## src/tct_defs.vh

```
// register map, field positions, mode and state codes and address windows of the transfer controller
// assumes a 32-bit apb slave with byte addresses and a 24-bit linear data space
`ifndef TCT_DEFS_VH
`define TCT_DEFS_VH
// global registers
`define TCT_GCTRL       8'h00
`define TCT_GSTAT       8'h04
// channel n occupies 8'h20*(n+1) .. 8'h20*(n+1)+8'h14
`define TCT_CH_SHIFT    5
`define TCT_CTRL        5'h00
`define TCT_SRC         5'h04
`define TCT_DST         5'h08
`define TCT_CNT         5'h0c
`define TCT_REP         5'h10
`define TCT_STAT        5'h14
// global control fields
`define TCT_G_EN        0
`define TCT_G_RR        1
`define TCT_G_EEMAP     2
// channel control fields
`define TCT_C_EN        0
`define TCT_C_RELOAD    1
`define TCT_C_SMODE_LO  2
`define TCT_C_DMODE_LO  4
`define TCT_C_BURST_LO  6
`define TCT_C_TRIG_LO   8
`define TCT_C_LINK      10
`define TCT_C_SWTRIG    11
`define TCT_C_WIDTH     11
// channel status fields
`define TCT_S_DONE      0
`define TCT_S_ERR       1
`define TCT_S_PEND      2
`define TCT_S_ACT       3
// address stepping modes
`define TCT_AM_HOLD     2'h0
`define TCT_AM_INC      2'h1
`define TCT_AM_DEC      2'h2
// trigger selections
`define TCT_TS_SW       2'h0
`define TCT_TS_PER0     2'h1
`define TCT_TS_PER1     2'h2
`define TCT_TS_EVT      2'h3
// data space windows, fixed for every device size
`define TCT_EE_BASE     24'h001000
`define TCT_EE_END      24'h001fff
// engine states
`define TCT_ST_IDLE     2'h0
`define TCT_ST_RD       2'h1
`define TCT_ST_WR       2'h2
`endif

```

## src/tct_dma.v

```verilog
// four-channel byte mover on the shared data bus, programmed over apb
// assumes an outside arbiter grants the data bus and a bus slave answers with bus_rdy
`include "tct_defs.vh"
`timescale 1ns/1ps
`default_nettype none

module tct_dma (
   // clock and reset
   input  wire        pclk,
   input  wire        presetn,
   // apb slave
   input  wire        psel,
   input  wire        penable,
   input  wire        pwrite,
   input  wire [7:0]  paddr,
   input  wire [31:0] pwdata,
   output reg  [31:0] prdata,
   output reg         pready,
   output reg         pslverr,
   // shared data bus master
   output reg         bus_req,
   input  wire        bus_gnt,
   input  wire        bus_rdy,
   output reg  [23:0] bus_addr,
   output reg         bus_we,
   output reg  [7:0]  bus_wdata,
   input  wire [7:0]  bus_rdata,
   // trigger sources
   input  wire [7:0]  periph_trig,
   input  wire [3:0]  evt_trig
);

   // global configuration
   reg [2:0]  gctrl_q;                    // enable, round robin, eeprom mapped
   // per-channel programmed values
   reg [`TCT_C_WIDTH-1:0] ctrl_q [0:3];   // channel control
   reg [23:0] src_prog_q [0:3];           // starting source address
   reg [23:0] dst_prog_q [0:3];           // starting destination address
   reg [15:0] cnt_prog_q [0:3];           // block length, 0 means 64K
   reg [7:0]  rep_prog_q [0:3];           // extra blocks after the first
   // per-channel working values
   reg [23:0] src_q [0:3];                // current source address
   reg [23:0] dst_q [0:3];                // current destination address
   reg [15:0] cnt_q [0:3];                // bytes left in block
   reg [7:0]  rep_q [0:3];                // blocks left after this one
   reg [3:0]  done_q;                     // sticky completion flags
   reg [3:0]  err_q;                      // sticky error flags
   reg [3:0]  pend_q;                     // trigger waiting for a burst
   // engine
   reg [1:0]  state_q;                    // idle, read, write
   reg [1:0]  cur_q;                      // channel owning the engine
   reg [3:0]  left_q;                     // bytes left in this burst
   reg [1:0]  last_q;                     // last channel served, for round robin

   // apb decode
   wire       apb_acc  = psel & penable;
   wire       apb_wr   = apb_acc & pready & pwrite;
   wire [1:0] a_ch     = paddr[6:5] - 2'h1;
   wire       a_is_ch  = (paddr[7:5] != 3'h0) && (paddr[7:5] <= 3'h4);
   wire [4:0] a_off    = paddr[4:0];
   wire       a_glob   = (paddr == `TCT_GCTRL) || (paddr == `TCT_GSTAT);
   wire       a_chok   = a_is_ch && (a_off <= `TCT_STAT) && (a_off[1:0] == 2'h0);
   wire       a_map    = a_glob | a_chok;
   // software trigger written this cycle, one bit per channel
   wire [3:0] sw_set   = (apb_wr && a_chok && (a_off == `TCT_CTRL) && pwdata[`TCT_C_SWTRIG]) ?
                         (4'h1 << a_ch) : 4'h0;

   // next-address stepping, same function for both sides
   function [23:0] step;
      input [23:0] a;
      input [1:0]  m;
      begin
         case (m)
            `TCT_AM_INC: step = a + 24'h000001;
            `TCT_AM_DEC: step = a - 24'h000001;
            default:     step = a;
         endcase
      end
   endfunction

   // eeprom window check on the linear map
   function in_ee;
      input [23:0] a;
      begin
         in_ee = (a >= `TCT_EE_BASE) && (a <= `TCT_EE_END);
      end
   endfunction

   // burst length decode, 1 2 4 8
   function [3:0] blen;
      input [1:0] b;
      begin
         blen = 4'h1 << b;
      end
   endfunction

   // selected hardware trigger per channel, each channel its own lanes
   reg [3:0] hw_trig;
   integer   t;
   always @* begin
      hw_trig = 4'h0;
      for (t = 0; t < 4; t = t + 1) begin
         case (ctrl_q[t][`TCT_C_TRIG_LO+1:`TCT_C_TRIG_LO])
            `TCT_TS_PER0: hw_trig[t] = periph_trig[2*t];
            `TCT_TS_PER1: hw_trig[t] = periph_trig[2*t+1];
            `TCT_TS_EVT:  hw_trig[t] = evt_trig[t];
            default:      hw_trig[t] = 1'b0;
         endcase
      end
   end

   // channels ready to run a burst
   reg [3:0] ready_v;
   integer   r;
   always @* begin
      ready_v = 4'h0;
      for (r = 0; r < 4; r = r + 1) begin
         ready_v[r] = ctrl_q[r][`TCT_C_EN] & pend_q[r];
      end
   end

   // priority pick: fixed ch0 first, or round robin after last served
   reg [1:0] pick;
   reg       pick_ok;
   reg [1:0] cand;
   integer   p;
   always @* begin
      pick    = 2'h0;
      pick_ok = 1'b0;
      cand    = 2'h0;
      for (p = 3; p >= 0; p = p - 1) begin
         cand = gctrl_q[`TCT_G_RR] ? (last_q + 2'h1 + p[1:0]) : p[1:0];
         if (ready_v[cand]) begin
            pick    = cand;
            pick_ok = 1'b1;
         end
      end
   end

   // apb answer: one wait state, then registered data
   reg [31:0] rd_v;
   always @* begin
      rd_v = 32'h00000000;
      if (paddr == `TCT_GCTRL) begin
         rd_v = {29'h0, gctrl_q};
      end else if (paddr == `TCT_GSTAT) begin
         rd_v = {24'h0, done_q | err_q, 1'b0, state_q != `TCT_ST_IDLE, cur_q};
      end else if (a_chok) begin
         case (a_off)
            `TCT_CTRL: rd_v = {21'h0, ctrl_q[a_ch]};
            `TCT_SRC:  rd_v = {8'h0, src_q[a_ch]};
            `TCT_DST:  rd_v = {8'h0, dst_q[a_ch]};
            `TCT_CNT:  rd_v = {16'h0, cnt_q[a_ch]};
            `TCT_REP:  rd_v = {24'h0, rep_q[a_ch]};
            `TCT_STAT: rd_v = {28'h0, (state_q != `TCT_ST_IDLE) && (cur_q == a_ch),
                               pend_q[a_ch], err_q[a_ch], done_q[a_ch]};
            default:   rd_v = 32'h00000000;
         endcase
      end
   end

   // apb handshake flops
   always @(posedge pclk or negedge presetn) begin
      if (!presetn) begin
         pready  <= 1'b0;
         prdata  <= 32'h00000000;
         pslverr <= 1'b0;
      end else begin
         // pready pulses for one cycle per access phase
         pready  <= apb_acc & ~pready;
         prdata  <= (apb_acc & ~pready & ~pwrite) ? rd_v : 32'h00000000;
         pslverr <= apb_acc & ~pready & ~a_map;
      end
   end

   // engine view of the owning channel
   wire [`TCT_C_WIDTH-1:0] cc = ctrl_q[cur_q];
   wire [23:0] nsrc  = step(src_q[cur_q], cc[`TCT_C_SMODE_LO+1:`TCT_C_SMODE_LO]);
   wire [23:0] ndst  = step(dst_q[cur_q], cc[`TCT_C_DMODE_LO+1:`TCT_C_DMODE_LO]);
   wire        blk_end = (cnt_q[cur_q] == 16'h0001);
   wire        txn_end = blk_end && (rep_q[cur_q] == 8'h00);
   wire        xfer  = bus_req & bus_gnt & bus_rdy;
   wire [1:0]  pk_ch = pick;
   wire        ee_rd_bad = in_ee(src_q[pk_ch]) & ~gctrl_q[`TCT_G_EEMAP];

   // channel state and engine share one process so each flop has one driver;
   // engine updates come last so they win over a colliding apb write,
   // and flag sets follow flag clears so a set in the clearing cycle holds
   integer i;
   always @(posedge pclk or negedge presetn) begin
      if (!presetn) begin
         gctrl_q   <= 3'h0;
         done_q    <= 4'h0;
         err_q     <= 4'h0;
         pend_q    <= 4'h0;
         state_q   <= `TCT_ST_IDLE;
         cur_q     <= 2'h0;
         left_q    <= 4'h0;
         last_q    <= 2'h3;
         bus_req   <= 1'b0;
         bus_addr  <= 24'h000000;
         bus_we    <= 1'b0;
         bus_wdata <= 8'h00;
         for (i = 0; i < 4; i = i + 1) begin
            ctrl_q[i]     <= {`TCT_C_WIDTH{1'b0}};
            src_prog_q[i] <= 24'h000000;
            dst_prog_q[i] <= 24'h000000;
            cnt_prog_q[i] <= 16'h0000;
            rep_prog_q[i] <= 8'h00;
            src_q[i]      <= 24'h000000;
            dst_q[i]      <= 24'h000000;
            cnt_q[i]      <= 16'h0000;
            rep_q[i]      <= 8'h00;
         end
      end else begin
         // hardware triggers arm their channel
         pend_q <= pend_q | hw_trig;
         // software programming, each channel on its own
         if (apb_wr && (paddr == `TCT_GCTRL)) begin
            gctrl_q <= pwdata[2:0];
         end
         if (apb_wr && a_chok) begin
            case (a_off)
               `TCT_CTRL: begin
                  // link bit is kept; the trigger bit lies above the stored field
                  ctrl_q[a_ch] <= pwdata[`TCT_C_WIDTH-1:0];
                  if (pwdata[`TCT_C_SWTRIG]) begin
                     pend_q[a_ch] <= 1'b1;
                  end
               end
               `TCT_SRC: begin
                  src_prog_q[a_ch] <= pwdata[23:0];
                  src_q[a_ch]      <= pwdata[23:0];
               end
               `TCT_DST: begin
                  dst_prog_q[a_ch] <= pwdata[23:0];
                  dst_q[a_ch]      <= pwdata[23:0];
               end
               `TCT_CNT: begin
                  cnt_prog_q[a_ch] <= pwdata[15:0];
                  cnt_q[a_ch]      <= pwdata[15:0];
               end
               `TCT_REP: begin
                  rep_prog_q[a_ch] <= pwdata[7:0];
                  rep_q[a_ch]      <= pwdata[7:0];
               end
               `TCT_STAT: begin
                  // write one to clear
                  done_q[a_ch] <= done_q[a_ch] & ~pwdata[`TCT_S_DONE];
                  err_q[a_ch]  <= err_q[a_ch] & ~pwdata[`TCT_S_ERR];
               end
               default: begin
               end
            endcase
         end
         // transfer engine
         case (state_q)
            `TCT_ST_IDLE: begin
               if (gctrl_q[`TCT_G_EN] && pick_ok) begin
                  cur_q         <= pk_ch;
                  last_q        <= pk_ch;
                  // a software trigger landing in the clearing cycle survives
                  pend_q[pk_ch] <= hw_trig[pk_ch] | sw_set[pk_ch];
                  if (ee_rd_bad) begin
                     // unmapped eeprom read: refuse, stop channel
                     err_q[pk_ch]            <= 1'b1;
                     ctrl_q[pk_ch][`TCT_C_EN] <= 1'b0;
                  end else begin
                     left_q   <= blen(ctrl_q[pk_ch][`TCT_C_BURST_LO+1:`TCT_C_BURST_LO]);
                     bus_req  <= 1'b1;
                     bus_we   <= 1'b0;
                     bus_addr <= src_q[pk_ch];
                     state_q  <= `TCT_ST_RD;
                  end
               end
            end
            `TCT_ST_RD: begin
               // request holds unchanged until granted and answered
               if (xfer) begin
                  if (in_ee(dst_q[cur_q])) begin
                     // eeprom is never a destination
                     err_q[cur_q]            <= 1'b1;
                     ctrl_q[cur_q][`TCT_C_EN] <= 1'b0;
                     bus_req                 <= 1'b0;
                     state_q                 <= `TCT_ST_IDLE;
                  end else begin
                     bus_wdata <= bus_rdata;
                     bus_addr  <= dst_q[cur_q];
                     bus_we    <= 1'b1;
                     state_q   <= `TCT_ST_WR;
                  end
               end
            end
            `TCT_ST_WR: begin
               if (xfer) begin
                  src_q[cur_q] <= nsrc;
                  dst_q[cur_q] <= ndst;
                  cnt_q[cur_q] <= cnt_q[cur_q] - 16'h0001;
                  left_q       <= left_q - 4'h1;
                  bus_we       <= 1'b0;
                  if (blk_end) begin
                     cnt_q[cur_q] <= cnt_prog_q[cur_q];
                     rep_q[cur_q] <= rep_q[cur_q] - 8'h01;
                  end
                  if (txn_end) begin
                     rep_q[cur_q]            <= rep_prog_q[cur_q];
                     done_q[cur_q]           <= 1'b1;
                     ctrl_q[cur_q][`TCT_C_EN] <= 1'b0;
                     if (cc[`TCT_C_RELOAD]) begin
                        src_q[cur_q] <= src_prog_q[cur_q];
                        dst_q[cur_q] <= dst_prog_q[cur_q];
                     end
                     if (cc[`TCT_C_LINK]) begin
                        // partner of a pair takes over the stream
                        ctrl_q[cur_q ^ 2'h1][`TCT_C_EN] <= 1'b1;
                     end
                  end
                  if (blk_end || (left_q == 4'h1)) begin
                     // burst over: give the bus back, re-arbitrate
                     bus_req <= 1'b0;
                     state_q <= `TCT_ST_IDLE;
                  end else begin
                     bus_addr <= nsrc;
                     state_q  <= `TCT_ST_RD;
                  end
               end
            end
            default: begin
               bus_req <= 1'b0;
               state_q <= `TCT_ST_IDLE;
            end
         endcase
      end
   end

endmodule // tct_dma

`default_nettype wire

```

## config.mk

```make
export PLATFORM = sky130hd
export DESIGN_NAME = tct_dma
export DESIGN_NICKNAME = d
export VERILOG_FILES = /design/src/tct_dma.v
export VERILOG_INCLUDE_DIRS = /design/src
export SDC_FILE = /design/constraint.sdc
export NUM_CORES = 2
export LEC_CHECK = 0
export CAP_MARGIN = 20
export CORE_UTILIZATION = 59
export CTS_BUF_LIST = sky130_fd_sc_hd__clkbuf_16
export CTS_CLUSTER_SIZE = 12
export DETAILED_ROUTE_END_ITERATION = 8
export DONT_BUFFER_PORTS = 1
export GPL_ROUTABILITY_DRIVEN = 0
export MAX_ROUTING_LAYER = met4
export PLACE_DENSITY = 0.89
export SYNTH_ARGS = -nofsm -noshare
export SYNTH_HDL_FRONTEND = slang
export SYNTH_SLANG_ARGS = --single-unit
```

## constraint.sdc

```tcl
create_clock -name pclk -period 5.85 [get_ports pclk]
set_input_delay 0.585 -clock pclk [delete_from_list [all_inputs] [get_ports pclk]]
set_output_delay 0.585 -clock pclk [all_outputs]
set_load 0.05 [all_outputs]
```

==> summary.txt <==
Setup path
  – Crit path arrival time: between 5000 and 6000 ps
  – Reg2Reg Launch Point: cur_q[0]
  – Worst-case reg-to-reg path depth: 12
  – Type of origin of the critical path: register
  – Worst setup path startpoint: cur_q[0]
  – Required time reported for the critical path endpoint: approximately 6500 ps
  – Critical-path maximum fanout: 31
  – Critical setup path kind: register to register
  – Kind of end point of the critical path: register

Logic synthesis
  – Share of synthesized flip-flops with an asynchronous set or reset: 100.0%
  – Most numerous cell types in the synthesized netlist: nand2_1, dfrtp_1, a21oi_1
  – Synthesized netlist cell count: 4490
  – Share of the synthesized area in the top cell type: between 40% and 50%
  – Number of warnings printed during yosys synthesis: 0
  – Post-synthesis instance area: around 0.041 mm2
  – Most frequent cell after synthesis: nand2_1
  – Main flop type after synthesis: dfrtp_1
  – Synth area leaders: dfrtp_1, nand2_1, mux4_2
  – Avg Synthesized Cell Area: a little over 9 um2
  – Synthesized flop and latch total: 705
  – Share of synthesized area occupied by flip-flops and latches: 42.93%
  – Area leader, netlist: dfrtp_1
  – Count of flip-flops with a built-in enable after synthesis: 0
  – Number of distinct library cells after synthesis: 80

STA
  – Final setup violation count: 0
  – Total negative setup slack: 0 ps
  – Fin worst setup slack: approximately 560 ps
  – Minimum clock period: about 5300 ps
  – Transition time at the pin with the least slew margin: a little under 2000 ps
  – Fin crit share: ~90%
  – Final worst clock skew: between 30 and 40 ps
  – Max frequency: around 190 MHz
  – Worst hold slack after final layout: -218.9 ps
  – Final Slew Violations: around 270
  – Worst slew slack as a fraction of its limit: -28.93%
  – Setup repair after global routing missed its margin: no
  – Number of hold violations in the final report: around 500

Run status
  – Violated checks: DRC, hold timing, slew limit
  – Run status: finished with violations

Place
  – Placed inst area: around 0.042 mm2
  – Minimum setup slack after placement: approximately 950 ps
  – Number of input and output port buffers inserted: 0
  – Half-perimeter wire length of the detailed placement result: around 90 mm

Cells and area
  – Multi-input logic area: 0.02215 mm2
  – Area of all placed cells without fillers: ~0.044 mm2
  – Share of cells above drive strength 1: between 10% and 20%
  – Count of filler cells inserted in the layout: ~5000
  – Flip-flop and latch area: between 0.015 and 0.02 mm2
  – Final layout net count: between 4000 and 5000
  – Area delta synth->final: 7.592%
  – Fraction of the core area covered by cells at the end of the flow: between 60% and 70%

Die
  – Full die area: 0.07072 mm2
  – Number of placement rows: 96
  – Area of the core: ~0.069 mm2
  – Initial cell density of the core: 59.82%
  – Height of the die: between 200 and 300 um
  – Horizontal die dimension: 265.9 um
  – Top Ports: 135

Power and ir drop
  – Leakage power: 20.30 nW
  – Total power consumption of the routed design: approximately 9.6 mW
  – Largest vdd supply drop: around 0.19 mV
  – Total power divided by cell area: 216.5 mW/mm2

Routing
  – Drt via density: ~7.4
  – DR top layer: met4
  – Post-route DRC: 19
  – Detailed-route via count: between 30000 and 40000
  – Wire length reported by the detailed router: ~150 mm
  – Initial drt markers: around 7500
  – Number of nets with antenna violations after detailed routing: 0
  – Initial DRT Pass Iterations: 9
  – Avg WL per Cell: 27.66 um
  – Met2 Wirelength: approximately 60 mm
  – Met3 wire len: ~26 mm
  – Met1 wire length: 46.17 mm

CTS
  – TritonCTS clock tree: done
  – Buffer cell driving the clock tree root: clkbuf_16
  – Reg clk slew, reported paths: roughly 60 ps
  – Clk sink count: 705
  – Maximum number of buffers from clock root to sink: 3
  – Skew-Pair Late Insertion Delay: approximately 660 ps
  – Maximum level of the CTS H-tree: 3
  – Clock buffers created by TritonCTS: 76
  – Quantity of gates resized following cts: 0

Hold path
  – Kind of path behind the tightest hold check: primary input to asynchronous set/reset pin

GRT
  – Global-route total usage across every layer: between 40% and 50%
  – Antenna violations before repair: 6
  – Vias in the first global route: around 39000
  – Overall overflow remaining after global route: 0
  – Wire length of the first global-routing pass: between 200 and 250 mm
  – Pin count of the biggest net entering global routing: between 700 and 800

Flow run
  – Maxcap violations: 0
[metrics by stage]
stage	instances	hold WS (ps)
5_1_grt	5317	-241.7
6_report	5321	-218.9
3_3_place_gp	5178	393.8
4_1_cts	5309	-260.0
3_5_place_dp	5178	389.4
2_1_floorplan	4497	289.4
[cell type report]
type | count | share of cell area [%]
multi-input combinational | 3409 | 50.09
tap | 931 | 2.634
antenna | 10 | 0.05659
clock buffer | 79 | 4.470
timing repair buffer | 99 | 1.896
clock inverter | 52 | 0.6281
sequential | 705 | 39.92
inverter | 36 | 0.3056
[registers in the layout, summed over array words and instances (netlist names), 2 cells and up]
| name | flops |
|---|---|
| bus_addr | 24 |
| bus_wdata | 8 |
| cnt_prog_q | 64 |
| cnt_q | 64 |
| ctrl_q | 44 |
| cur_q | 2 |
| done_q | 4 |
| dst_prog_q | 96 |
| dst_q | 96 |
| err_q | 4 |
| gctrl_q | 3 |
| last_q | 2 |
| left_q | 4 |
| pend_q | 4 |
| prdata | 24 |
| rep_prog_q | 32 |
| rep_q | 32 |
| src_prog_q | 96 |
| src_q | 96 |
| state_q | 2 |
[worst max-delay path, stage by stage (launching register included)]
cell and delay, ps:
dfrtp_4 920, mux4_2 650, ha_4 290, ha_1 350, nand2_1 60, o221ai_1 370
o21ai_0 220, o21ai_0 310, a31oi_1 140, o41ai_1 1050, a22oi_1 230, a211oi_1 490
a21o_1 130
[per-layer routing]
metal | global-route usage (%) | up-vias
li1 | - | 15710
met1 | 49.48 | 18360
met2 | 59.40 | 4011
met3 | 17.06 | 1341
met4 | 31.11 | 0
met5 | - | -
[layout by cell type, fill, tap and decap left out, drive strengths merged, types with 21 or more instances in the layout]
master / netlist / layout
nor2: 219 / 219
buf: 73 / 98
o211ai: 22 / 22
dfrtp: 703 / 703
a31oi: 114 / 114
clkinv: 1 / 26
a21oi: 334 / 334
a21o: 47 / 47
o31ai: 40 / 40
mux4: 191 / 191
nor3: 42 / 42
mux2: 99 / 99
nand2: 1260 / 1260
and2: 37 / 37
clkbuf: 274 / 80
o21bai: 35 / 35
nand3: 51 / 51
a211oi: 71 / 71
mux2i: 93 / 93
nand2b: 21 / 21
a221oi: 21 / 21
o21ai: 204 / 204
nor2b: 33 / 33
a22oi: 26 / 26
ha: 59 / 59
and3: 139 / 139
inv: 35 / 58
[timing repair]
action | 4_1_cts | 5_1_grt
hold endpoints to repair | 703 | 703
setup buffers | 0 | 0
setup endpoints to repair | 0 | 0
[report_power, final]
group / internal (mW) / switching [mW] / total (mW)
Combinational: 0.0569 / 0.0872 / 0.144
Clock: 2.48 / 2.06 / 4.54
Sequential: 4.88 / 0.00764 / 4.89
[logic make-up after synthesis]
| logic type | Yosys count | share of synthesized area (%) |
|---|---|---|
| compound gates | 1027 | 15.48 |
| xor+xnor | 37 | 0.7884 |
| fa+ha+maj | 61 | 1.893 |
| buf+inv | 383 | 3.729 |
| flops | 705 | 42.93 |
| mux | 383 | 15.44 |
| other cells | 1 | 0.009124 |
| simple gates | 1893 | 19.73 |
[worst paths after layout]
path / to / slack (ps)
min in group pclk: gctrl_q[1] / 60
max in group asynchronous: cur_q[1] / 4440
max reg2reg: bus_addr[9] / 560
min reg2reg: dst_prog_q[68] / 470
min: dst_prog_q[71] / -220
max: bus_addr[9] / 560
Note: power is estimated with default switching activity, not from simulation.
